===== src/clic_pkg.sv =====
// shared constants of the cascaded interrupt controller pair
`default_nettype none

package clic_pkg;

   // -------------------------------------------------------------
   // sizes
   // -------------------------------------------------------------
   localparam int unsigned LVL_W = 3;     // bits in a level number
   localparam int unsigned NLVL = 8;      // inputs per controller
   localparam int unsigned NCTL = 2;      // master plus one slave
   localparam int unsigned ADDR_W = 16;   // register port address
   localparam int unsigned DATA_W = 8;    // register port data

   // -------------------------------------------------------------
   // register port offsets
   // -------------------------------------------------------------
   localparam logic [15:0] M_CMD_OFS = 16'h0020;  // master command
   localparam logic [15:0] M_DATA_OFS = 16'h0021; // master data
   localparam logic [15:0] S_CMD_OFS = 16'h00A0;  // slave command
   localparam logic [15:0] S_DATA_OFS = 16'h00A1; // slave data

   // -------------------------------------------------------------
   // command byte field positions
   // -------------------------------------------------------------
   localparam int unsigned INIT1_BIT = 4;  // first init byte marker
   localparam int unsigned OPSEL_BIT = 3;  // 1 selects mode command
   localparam int unsigned POLL_BIT = 2;   // poll request
   localparam int unsigned SMM_HI = 6;     // special mask field
   localparam int unsigned SMM_LO = 5;
   localparam int unsigned RR_HI = 1;      // read register field
   localparam int unsigned RR_LO = 0;
   localparam int unsigned SFNM_BIT = 4;   // special fully nested
   localparam int unsigned VEC_LO = 3;     // vector base low bit

   // end-of-service / rotation codes in bits 7..5
   localparam logic [2:0] EOS_NS = 3'h1;     // nonspecific end
   localparam logic [2:0] EOS_SP = 3'h3;     // specific end
   localparam logic [2:0] EOS_ROT_NS = 3'h5; // rotate, nonspecific
   localparam logic [2:0] SET_PRIO = 3'h6;   // set lowest level
   localparam logic [2:0] EOS_ROT_SP = 3'h7; // rotate, specific

   // -------------------------------------------------------------
   // values after reset and fixed levels
   // -------------------------------------------------------------
   localparam logic [7:0] MASK_RST = 8'hFF;  // all blocked
   localparam logic [2:0] LOW_RST = 3'h7;    // level 7 lowest
   localparam logic [2:0] CASC_LVL = 3'h2;   // slave feeds input 2
   localparam logic [2:0] SPUR_LVL = 3'h7;   // answer when none
   localparam logic [2:0] REDIR_BIT = 3'h1;  // slave input 1

   // initialization progress
   typedef enum logic [1:0] {
      CLIC_READY,
      CLIC_WANT2,
      CLIC_WANT3,
      CLIC_WANT4
   } clic_init_e;

endpackage

`default_nettype wire


===== src/clic_res_if.sv =====
// carrier between a controller and its priority resolver
`default_nettype none

interface clic_res_if;
   logic [7:0] req;   // candidate bits
   logic [2:0] low;   // level holding lowest priority
   logic found;       // any candidate set
   logic [2:0] level; // highest priority candidate

   modport res (input req, input low, output found, output level);
   modport user (output req, output low, input found, input level);
endinterface

`default_nettype wire


===== src/clic_resolver.sv =====
// rotating priority resolver for eight levels
`default_nettype none

module clic_resolver (
   clic_res_if.res bus
);

   // -------------------------------------------------------------
   // search
   // -------------------------------------------------------------
   // walk from lowest to highest priority so the last hit wins
   always_comb begin
      logic [2:0] idx;
      idx = 3'h0;
      bus.found = 1'b0;
      bus.level = bus.low;
      for (int k = 7; k >= 0; k--) begin
         idx = 3'(bus.low + 3'(k) + 3'h1);
         if (bus.req[idx]) begin
            bus.found = 1'b1;
            bus.level = idx;
         end
      end
   end

endmodule

`default_nettype wire


===== src/clic_sync.sv =====
// two-stage synchroniser for request pins
`default_nettype none

module clic_sync #(
   parameter int unsigned WIDTH = 16
) (
   input wire logic mclk,
   input wire logic resetn,
   input wire logic [WIDTH-1:0] d,
   output logic [WIDTH-1:0] q
);

   // first stage, read only by the second
   logic [WIDTH-1:0] meta_q;

   // -------------------------------------------------------------
   // two flops
   // -------------------------------------------------------------
   always_ff @(posedge mclk or negedge resetn) begin
      if (!resetn) begin
         meta_q <= '0;
         q <= '0;
      end else begin
         meta_q <= d;
         q <= meta_q;
      end
   end

endmodule

`default_nettype wire


===== src/clic_top.sv =====
// cascaded pair of eight-level interrupt controllers
//
// Local design decisions: the strobed register port and the placing of the registers.
`default_nettype none

// What this block does
// - requests are always level sensitive
// - slave's eight inputs feed master input two
// - request and in-service bits, resolver sets winner
// - read command picks request or in-service view
// - mask bits block lines, data port reads mask
// - after initialization level 0 highest, 7 lowest
// - active lines set request bits, raise interrupt
// - first acknowledge resolves, sets in-service, no data
// - acknowledge with no request answers level seven
// - second acknowledge presents the vector
// - in-service bit blocks same and lower levels
// - nonspecific end clears highest in-service bit
// - special mask: nonspecific end skips masked bits
// - fully nested special: master takes cascade again
// - rotate on nonspecific end makes served level lowest
// - named level becomes lowest, others follow cyclically
// - special mask mode blocks each masked channel alone
// - read after poll acts as an acknowledge
// - poll byte: present flag bit7, level bits 2..0
// - command write with bit4 starts four-byte setup
// - setup clears mask, special mask, selects request view

module clic_top (
   input wire logic mclk,
   input wire logic resetn,
   input wire logic [15:0] addr,
   input wire logic [7:0] wdata,
   input wire logic wr,
   input wire logic rd,
   output logic [7:0] rdata,
   input wire logic [15:0] irq_in,
   input wire logic inta,
   output logic cpu_int,
   output logic [7:0] vec_data,
   output logic vec_valid
);

   // -------------------------------------------------------------
   // request inputs
   // -------------------------------------------------------------
   logic [15:0] irq_s;  // request pins after synchronising

   clic_sync #(
      .WIDTH(16)
   ) u_sync (
      .mclk(mclk),
      .resetn(resetn),
      .d(irq_in),
      .q(irq_s)
   );

   // -------------------------------------------------------------
   // per-controller state, index 0 master, 1 slave
   // -------------------------------------------------------------
   logic [7:0] mask_q [2];     // mask register
   logic [7:0] isr_q [2];      // in-service register
   logic [2:0] low_q [2];      // level with lowest priority
   logic smm_q [2];            // special mask mode
   logic sfnm_q [2];           // special fully nested mode
   logic rd_isr_q [2];         // command port shows in-service
   logic poll_q [2];           // next read is an acknowledge
   logic [4:0] base_q [2];     // vector bits 7..3
   clic_pkg::clic_init_e init_q [2]; // setup progress

   // combinational per-controller results
   logic [7:0] irr [2];        // request register, follows lines
   logic intr [2];             // controller wants service
   logic [2:0] win [2];        // level that would be served
   logic [7:0] set_ack [2];    // in-service bits set this cycle
   logic [7:0] rmux [2];       // read value of this controller
   logic hit [2];              // address falls on this controller

   // shared acknowledge bookkeeping
   logic ack_phase_q;          // 1 after the first pulse
   logic [7:0] vec_hold_q;     // vector waiting for second pulse
   logic ack_first;            // first pulse seen now
   logic ack_second;           // second pulse seen now
   logic via_slave;            // master winner is the cascade

   // level 2 of the master is the slave's output, and the old
   // level-2 pin is redirected onto slave input 1
   assign irr[0] = {irq_s[7:3], intr[1], irq_s[1:0]};
   assign irr[1] = irq_s[15:8]
                   | (8'(irq_s[2]) << clic_pkg::REDIR_BIT);

   assign ack_first = inta && !ack_phase_q;
   assign ack_second = inta && ack_phase_q;
   assign via_slave = intr[0] && (win[0] == clic_pkg::CASC_LVL);

   // -------------------------------------------------------------
   // the two controllers
   // -------------------------------------------------------------
   for (genvar c = 0; c < 2; c++) begin : g_ctl
      // address of this controller's two ports
      localparam logic [15:0] CMD_A =
         (c == 0) ? clic_pkg::M_CMD_OFS : clic_pkg::S_CMD_OFS;
      localparam logic [15:0] DATA_A =
         (c == 0) ? clic_pkg::M_DATA_OFS : clic_pkg::S_DATA_OFS;

      clic_res_if pend_if ();  // pending requests
      clic_res_if srv_if ();   // in-service bits

      clic_resolver u_pend (
         .bus(pend_if)
      );

      clic_resolver u_srv (
         .bus(srv_if)
      );

      // decode
      wire sel_cmd = (addr == CMD_A);
      wire sel_data = (addr == DATA_A);
      wire wr_cmd = wr && sel_cmd;
      wire wr_data = wr && sel_data;
      wire rd_hit = rd && (sel_cmd || sel_data);
      wire init1 = wr_cmd && wdata[clic_pkg::INIT1_BIT];
      wire opsel = wdata[clic_pkg::OPSEL_BIT];
      wire ocw2 = wr_cmd && !wdata[clic_pkg::INIT1_BIT] && !opsel;
      wire ocw3 = wr_cmd && !wdata[clic_pkg::INIT1_BIT] && opsel;
      wire [2:0] code = wdata[7:5];
      wire [2:0] op_lvl = wdata[2:0];
      wire [1:0] smm_f = wdata[clic_pkg::SMM_HI:clic_pkg::SMM_LO];
      wire [1:0] rr_f = wdata[clic_pkg::RR_HI:clic_pkg::RR_LO];

      // in special mask mode a masked in-service bit neither blocks
      // nor is chosen by a nonspecific end
      wire [7:0] eff_isr = smm_q[c] ? (isr_q[c] & ~mask_q[c])
                                    : isr_q[c];

      assign pend_if.req = irr[c] & ~mask_q[c];
      assign pend_if.low = low_q[c];
      assign srv_if.req = eff_isr;
      assign srv_if.low = low_q[c];

      // rank 0 is the highest priority under the current rotation
      wire [2:0] prank = 3'(pend_if.level - low_q[c] - 3'h1);
      wire [2:0] srank = 3'(srv_if.level - low_q[c] - 3'h1);
      // master re-accepts its cascade input while it is in service
      wire nest_ok = (c == 0) && sfnm_q[c] && (prank == srank)
                     && (pend_if.level == clic_pkg::CASC_LVL);

      assign intr[c] = pend_if.found
                       && (!srv_if.found || (prank < srank)
                           || nest_ok);
      assign win[c] = pend_if.level;

      // end-of-service decode
      wire eos_ns = ocw2 && srv_if.found
                    && (code == clic_pkg::EOS_NS
                        || code == clic_pkg::EOS_ROT_NS);
      wire eos_sp = ocw2 && (code == clic_pkg::EOS_SP
                             || code == clic_pkg::EOS_ROT_SP);
      wire rot_ns = eos_ns && (code == clic_pkg::EOS_ROT_NS);
      wire rot_sp = ocw2 && (code == clic_pkg::SET_PRIO
                             || code == clic_pkg::EOS_ROT_SP);
      wire [7:0] clr = eos_ns ? (8'h01 << srv_if.level)
                     : eos_sp ? (8'h01 << op_lvl) : 8'h00;

      // acknowledge or poll read takes the winner into service
      wire poll_rd = rd_hit && poll_q[c];
      wire take = (c == 0) ? (ack_first || poll_rd)
                           : ((ack_first && via_slave) || poll_rd);
      assign set_ack[c] = (take && intr[c]) ? (8'h01 << pend_if.level)
                                            : 8'h00;

      // read data: poll byte, request or in-service, else mask
      assign hit[c] = sel_cmd || sel_data;
      assign rmux[c] = poll_q[c]
                       ? {intr[c], 4'h0, pend_if.level}
                       : sel_cmd ? (rd_isr_q[c] ? isr_q[c]
                                                : irr[c])
                       : mask_q[c];

      // -----------------------------------------------------------
      // setup sequence and mode registers
      // -----------------------------------------------------------
      // a first setup byte always restarts the sequence
      always_ff @(posedge mclk or negedge resetn) begin
         if (!resetn) begin
            mask_q[c] <= clic_pkg::MASK_RST;
            smm_q[c] <= 1'b0;
            sfnm_q[c] <= 1'b0;
            rd_isr_q[c] <= 1'b0;
            base_q[c] <= 5'h00;
            init_q[c] <= clic_pkg::CLIC_READY;
         end else if (init1) begin
            // the level/edge bit is ignored: lines stay level
            mask_q[c] <= 8'h00;
            smm_q[c] <= 1'b0;
            sfnm_q[c] <= 1'b0;
            rd_isr_q[c] <= 1'b0;
            init_q[c] <= clic_pkg::CLIC_WANT2;
         end else if (wr_data) begin
            case (init_q[c])
               clic_pkg::CLIC_WANT2: begin
                  base_q[c] <= wdata[7:clic_pkg::VEC_LO];
                  init_q[c] <= clic_pkg::CLIC_WANT3;
               end
               clic_pkg::CLIC_WANT3: begin
                  // cascade identity is fixed by wiring here
                  init_q[c] <= clic_pkg::CLIC_WANT4;
               end
               clic_pkg::CLIC_WANT4: begin
                  sfnm_q[c] <= wdata[clic_pkg::SFNM_BIT];
                  init_q[c] <= clic_pkg::CLIC_READY;
               end
               default: begin
                  mask_q[c] <= wdata;
               end
            endcase
         end else if (ocw3) begin
            // codes 00 and 01 leave each selection unchanged
            if (smm_f[1]) begin
               smm_q[c] <= smm_f[0];
            end
            if (rr_f[1]) begin
               rd_isr_q[c] <= rr_f[0];
            end
         end
      end

      // -----------------------------------------------------------
      // in-service, rotation and poll
      // -----------------------------------------------------------
      // a set in the same cycle as a clear wins
      always_ff @(posedge mclk or negedge resetn) begin
         if (!resetn) begin
            isr_q[c] <= 8'h00;
            low_q[c] <= clic_pkg::LOW_RST;
            poll_q[c] <= 1'b0;
         end else begin
            isr_q[c] <= (isr_q[c] & ~clr) | set_ack[c];
            if (init1) begin
               low_q[c] <= clic_pkg::LOW_RST;
            end else if (rot_ns) begin
               low_q[c] <= srv_if.level;
            end else if (rot_sp) begin
               low_q[c] <= op_lvl;
            end
            if (init1) begin
               poll_q[c] <= 1'b0;
            end else if (ocw3) begin
               poll_q[c] <= wdata[clic_pkg::POLL_BIT];
            end else if (poll_rd) begin
               poll_q[c] <= 1'b0;
            end
         end
      end
   end

   // -------------------------------------------------------------
   // acknowledge handshake
   // -------------------------------------------------------------
   // the vector is fixed at the first pulse so a request that
   // drops between the pulses cannot change the answer
   wire [2:0] slv_lvl = intr[1] ? win[1] : clic_pkg::SPUR_LVL;
   wire [7:0] vec_now = !intr[0]
                        ? {base_q[0], clic_pkg::SPUR_LVL}
                        : via_slave ? {base_q[1], slv_lvl}
                        : {base_q[0], win[0]};

   always_ff @(posedge mclk or negedge resetn) begin
      if (!resetn) begin
         ack_phase_q <= 1'b0;
         vec_hold_q <= 8'h00;
      end else if (ack_first) begin
         ack_phase_q <= 1'b1;
         vec_hold_q <= vec_now;
      end else if (ack_second) begin
         ack_phase_q <= 1'b0;
      end
   end

   // vec_valid strobes one cycle after the second pulse; vec_data holds the vector
   always_ff @(posedge mclk or negedge resetn) begin
      if (!resetn) begin
         vec_data <= 8'h00;
         vec_valid <= 1'b0;
      end else begin
         vec_valid <= ack_second;
         if (ack_second) begin
            vec_data <= vec_hold_q;
         end
      end
   end

   // -------------------------------------------------------------
   // interrupt output and read data
   // -------------------------------------------------------------
   wire [7:0] rd_sel = hit[0] ? rmux[0]
                     : hit[1] ? rmux[1] : 8'h00;

   // unmapped reads return zero; data stands one cycle only
   always_ff @(posedge mclk or negedge resetn) begin
      if (!resetn) begin
         rdata <= 8'h00;
         cpu_int <= 1'b0;
      end else begin
         rdata <= rd ? rd_sel : 8'h00;
         cpu_int <= intr[0];
      end
   end

endmodule

`default_nettype wire


===== config.mk =====
export PLATFORM = sky130hd
export DESIGN_NAME = clic_top
export DESIGN_NICKNAME = d
export VERILOG_FILES = /design/src/clic_pkg.sv /design/src/clic_res_if.sv /design/src/clic_resolver.sv /design/src/clic_sync.sv /design/src/clic_top.sv
export SDC_FILE = /design/constraint.sdc
export NUM_CORES = 1
export LEC_CHECK = 0
export ABC_AREA = 1
export ABC_CLOCK_PERIOD_IN_PS = 12800
export BUFFER_PORTS_ARGS = -buffer_cell sky130_fd_sc_hd__buf_2
export CELL_PAD_IN_SITES_DETAIL_PLACEMENT = 1
export CELL_PAD_IN_SITES_GLOBAL_PLACEMENT = 1
export CORE_MARGIN = 3
export CORE_UTILIZATION = 24
export DETAILED_ROUTE_END_ITERATION = 8
export PLACE_DENSITY = 0.5
export SYNTH_ARGS = -nofsm -noshare
export SYNTH_HDL_FRONTEND = slang
export SYNTH_SLANG_ARGS = --single-unit

===== constraint.sdc =====
create_clock -name mclk -period 12.8 [get_ports mclk]
set_input_delay 0.64 -clock mclk [delete_from_list [all_inputs] [get_ports mclk]]
set_output_delay 0.64 -clock mclk [all_outputs]
set_load 0.01 [all_outputs]

Word level (Yosys, flattened, before mapping)
Cells that the tools add are included.

storage, ports and cells
  bits in registers = 118
  bits in latches = 0
  RAM bits = 0
  ROM bits = 0
  input port bits = 45
  output and inout port bits = 18
  word-level logic and storage cells = 391
  memories = 0

operators by class
  add/subtract/negate cells = 36
  multiply operators = 0
  div/mod/pow operators = 0
  magnitude comparators = 18
  eq/ne operators = 21
  shift operators = 5
  multiplexer cells = 191
  bitwise logic cells = 15
  reduce and logical (&&, ||, !) cells = 80

operators by type and width
  kind                                                        number
  two-way mux 8 bit                                           25
  two-way mux 3 bit                                           39
  binary-select mux 1 bit (select 3 bit)                      32
  two-way mux 1 bit                                           89
  less-than comparator 3 x 4 -> 1 bit, second input constant  16
  adder 3 x 1 -> 3 bit, second input constant                 16
  bitwise AND 8 bit                                           6
  left shift 1 x 3 -> 8 bit, first input constant             5
  logical AND 1 bit                                           36
  == test 16 x 6 -> 1 bit, second input constant              2
  == test 16 x 8 -> 1 bit, second input constant              2
  inverter 8 bit                                              4
  adder 3 bit, second input constant                          8
  nonzero test 2 bit                                          10
  AND reduction 3 bit                                         6
  OR 8 bit                                                    2
  adder 3 x 2 -> 3 bit, second input constant                 4
  one-hot mux 2 bit (3 select lines)                          2
  nonzero test 3 bit                                          4
  subtractor 3 x 1 -> 3 bit, second input constant            4
  subtractor 3 bit                                            4
  logical OR 1 bit                                            10
  AND reduction 2 bit                                         5
  == test 3 bit, second input constant                        3
  other kinds (13)                                            32

Longest topological paths before layout
  word-level depth = 42
  gate-level depth with buffers = 53
  mapped depth without buffers = 51

Hierarchy
Synthesis repeated with hierarchy kept, for this count alone.

unflattened totals
  cells, all modules = 1,318
  area, all modules = 9,082.5 sq um

modules (own cells, without submodules)
  module         times used  cells each  area each (sq um)  sequential area each (sq um)
  clic_top       1           718         5,358.9            2,179.6
  clic_resolver  4           142         730.7              0.0
  clic_sync      1           32          800.8              800.8

Worst setup path before layout
No wires, ideal clock.

  path type = reg-to-reg
  from = reg low_q (netlist bit g_ctl[1].pend_if.low[0])
  to = reg vec_hold_q[2]
  library setup time = 0.124 ns
  arrival time = 6.877 ns
  data required time = 12.676 ns
  slack = 5.800 ns
  stages on the path, launching flop included = 51
  buffers on the path = 3
  period minus slack after synthesis = 7.000 ns
  cell sequence = dfstp_2 > inv_2 > buf_6 > ha_1 > buf_2 > inv_2 > buf_4 > nand3_1 > nand3_1 > nand2_1 > inv_2 > nand2_1 > nor2_2 > a31oi_1 > o21ai_0 > xor2_1 > inv_1 > ha_1 > [15 not listed] > nand2_1 > nand3_1 > nand2_4 > inv_1 > ha_1 > fa_1 > xor2_1 > xor2_1 > ha_1 > nand4_1 > a21oi_1 > nand3_2 > nand2_2 > nand2_2 > inv_2 > nand2_1 > nor2_1 > a21oi_1

RTL lines
  item                              line             RTL
  start: declaration                clic_top.sv:63   logic [2:0] low_q [2];
  start signal: indexed assignment  clic_top.sv:236  low_q[c] <= clic_pkg::LOW_RST;
  start signal: indexed assignment  clic_top.sv:241  low_q[c] <= clic_pkg::LOW_RST;
  start signal: indexed assignment  clic_top.sv:243  low_q[c] <= srv_if.level;
  end signal: assignment            clic_top.sv:275  vec_hold_q <= vec_now;
  end: declaration                  clic_top.sv:81   logic [7:0] vec_hold_q;

Worst setup path in the final report
  from = reg low_q (netlist bit g_ctl[1].pend_if.low[0])
  to = reg isr_q[4] (netlist bit)

between the ends
  longest elaborated chain between the ends = 41
  elaborated cells between the ends (all ways) = 142
  classes of those cells = add/sub (20); order compare (2); eq/ne (2); shift (2); mux (98); bitwise (4); reduce/logical (14)

ends and longest elaborated chain
  item                                                                  line             RTL
  parallel branches: the longest is 40 deep, another holds adder 3 bit  n/a
  OR 8 bit *                                                            clic_top.sv:239  isr_q[c] <= (isr_q[c] & ~clr) | set_ack[c];
  end signal: indexed assignment                                        clic_top.sv:239
  end: declaration                                                      clic_top.sv:62   logic [7:0] isr_q [2];

Mark *: on every way between the ends. The select of a mux whose other input is x is not followed.
A chain may end at the register's enable or synchronous reset.

==> flow_summary.json <==
{
  "finalMaxSlewViolations": 0,
  "area_delta_synth_final_pct": 16.35,
  "ir_worst_vdd_mv": 0.09284,
  "slowest_stage": "dfstp_2",
  "met2_usage": 0.2871,
  "die_area_um2": 36410,
  "met1_usage": 0.2578,
  "grt_usage": 0.1829,
  "crit_required_ns": 13.16,
  "total_power_mw": 1.291,
  "period_needed_ns": 8.963,
  "dpl_cell_area_um2": 8947,
  "postRouteAntennaNets": 0,
  "cts_buffers": 17,
  "core_area_um2": 33620,
  "ios": 63,
  "cts_hold_buf": 0,
  "num_vias": 8248,
  "antenna_cells": 0,
  "clk_latency_ns": 0.43,
  "final.setup.tns_ns": 0,
  "ys_types": 49,
  "ctsRootBufferMaster": "clkbuf_16",
  "power_density_nw_per_um2": 135.3,
  "dieHeight_um": 190.8,
  "synth_cells": 1175,
  "clock_power_share": 0.381,
  "hold_viol_final": 0,
  "grt_pass1_wl_mm": 51.04,
  "top_usage_layer": "met2",
  "antenna_found_initial": 1,
  "switching_share": 0.3697,
  "path_class": "reg -> reg",
  "max_stage_delay_ns": 0.79,
  "layout.cells.most_common": "nand2_1",
  "cpMostUsedCell": "nand2_1",
  "path_max_fanout": 23,
  "dr.first_iter.drc_count": 512,
  "syn_avg_cell_area_um2": 6.977,
  "drv_cap": 0,
  "drc": 0,
  "outcome": "completed",
  "ys_seq_area_frac": 0.3636,
  "cp-start-kind": "flip-flop",
  "grt_use_met3": 0.03658,
  "ys_ff_latch": 118,
  "grt.overflow.total": 0,
  "post_cts_buffers": 0,
  "grt_pass1_vias": 8597,
  "worstMarginPinSlew_ns": 0.8821,
  "ys.flop_type": "dfrtp_1",
  "hold_class": "in -> async",
  "rows": 67,
  "cts_resized": 0,
  "htreeDepth": 4,
  "worst-r2r-cell-count": 46,
  "p_sw_uw": 477.1,
  "p_int_uw": 813.6,
  "fmax_mhz": 111.6,
  "final_cell_mix": "nand2_1, inv_1, nand3_1",
  "totalWireLength_mm": 32.37,
  "final_layout_size_suffix_gt1_frac": 0.1396,
  "period_share": 0.7002,
  "finalSetupViolations": 0,
  "critPathCaptureType": "flip-flop",
  "crit_arrival_ns": 9.32,
  "nets": 1297,
  "cts_tree": "yes",
  "synth-warning-count": 0,
  "syn_nets": 1239,
  "seqPwrFrac": 0.340,
  "slew_headroom": 0.4065,
  "place_hpwl_mm": 25.76,
  "wl_per_cell_um": 19.11,
  "p_comb_frac": 0.279,
  "first_pass_iters": 4,
  "cts_buffer_depth": 2,
  "path_clk_slew_ns": 0.07,
  "fin_util": 0.2837,
  "synth_edf_count": 0,
  "numClockSinks": 118,
  "via_per_inst": 4.869,
  "place_congestion": 0.8486,
  "final_area_um2": 9538,
  "skew_ns": 0.01726,
  "rsz0062_at_grt": "false",
  "io_buffers": 62,
  "start_util": 0.2439,
  "p_leak_nw": 4.541,
  "syn_area_um2": 8198,
  "grt_max_degree": 63,
  "async_reset_ff_frac": 1.000,
  "die_x_um": 190.8
}
## cell usage after synthesis, drive strengths merged, types with 13 or more instances
| cell | n | share of area |
|---|---|---|
| dfrtp | 96 | 0.29 |
| buf | 16 | 0.013 |
| xor2 | 13 | 0.014 |
| nor2 | 89 | 0.043 |
| inv | 147 | 0.068 |
| o211ai | 23 | 0.021 |
| a21oi | 40 | 0.026 |
| nor3 | 22 | 0.013 |
| o21ai | 124 | 0.076 |
| ha | 15 | 0.023 |
| dfstp | 22 | 0.071 |
| nand3 | 130 | 0.086 |
| nand2 | 333 | 0.16 |
| nand4 | 13 | 0.0099 |
## flip-flops by register name (all words and copies together), names as in the netlist
| signal | flops |
|---|---|
| ack_phase_q | 1 |
| base_q | 10 |
| cpu_int | 1 |
| g_ctl.pend_if.low | 6 |
| init_q | 4 |
| isr_q | 16 |
| mask_q | 16 |
| poll_q | 2 |
| rd_isr_q | 2 |
| rdata | 8 |
| sfnm_q | 1 |
| smm_q | 2 |
| u_sync.meta_q | 16 |
| u_sync.q | 16 |
| vec_data | 8 |
| vec_hold_q | 8 |
| vec_valid | 1 |
## final cells by class
cell class / instances / area, um^2
fill: 4219 / 24080
timing repair buffer: 65 / 335.3
clock buffer: 19 / 442.9
tap: 448 / 560.5
clock inverter: 13 / 147.6
multi-input combinational: 880 / 4502
inverter: 151 / 569.3
sequential: 118 / 2980
## per-layer routing
metal / share of wire / wire (um)
met5: 0.00062 / 20
met4: 0.017 / 552
met3: 0.040 / 1297
met2: 0.44 / 14220
met1: 0.50 / 16280
## worst paths after layout
kind                                                     start                    endpoint  slack (ns)
max in group asynchronous                               resetn        smm_q[1]$_DFFE_PN0P_       11.10
min in group mclk                                    irq_in[4]  u_sync.meta_q[4]$_DFF_PN0_        0.31
min                                                     resetn   vec_hold_q[6]$_DFFE_PN0P_        0.07
max reg2reg                g_ctl[1].pend_if.low[0]$_DFFE_PN1P_          isr_q[4]$_DFF_PN0_        3.84
max                        g_ctl[1].pend_if.low[0]$_DFFE_PN1P_          isr_q[4]$_DFF_PN0_        3.84
min reg2reg                        u_sync.meta_q[13]$_DFF_PN0_      u_sync.q[13]$_DFF_PN0_        0.34
## critical path, delay by kind of cell (launching register included)
family / cells / cell delay [ns]
adder cells (fa/ha/maj): 7 / 2.62
buffers and inverters: 6 / 1.04
AO/OA/AOI/OAI: 4 / 0.59
flip-flops: 1 / 0.79
AND/OR/NAND/NOR: 24 / 2.72
XOR/XNOR: 5 / 1.10
## stage by stage
step | std cells | hold WS (ns) | worst slack [ns]
floorplan | 1175 | 0.3312 | 5.800
global placement | 1662 | 0.3317 | 4.055
detailed placement | 1662 | 0.3356 | 3.877
CTS | 1694 | 0.05171 | 3.850
global route | 1694 | 0.05364 | 3.017
finish | 1694 | 0.06525 | 3.837
## power by group through the flow
stage	clock, mW	combinational (mW)	sequential, mW
global placement	0	0.356	0.445
detailed placement	0	0.357	0.444
floorplan	0	0.236	0.430
CTS	0.504	0.358	0.438
global route	0.523	0.405	0.442
finish	0.492	0.360	0.439
## logic make-up (layout without fill, tap and decap cells)
group | Yosys count | in the layout | share of synthesized area
compound gates | 233 | 233 | 0.1651
buf+inv | 177 | 248 | 0.08730
flops | 118 | 118 | 0.3636
xor+xnor | 16 | 16 | 0.01801
mux | 4 | 4 | 0.004884
simple gates | 608 | 608 | 0.3285
fa+ha+maj | 19 | 19 | 0.03266
No activity file was read; power rests on OpenSTA's default activity.
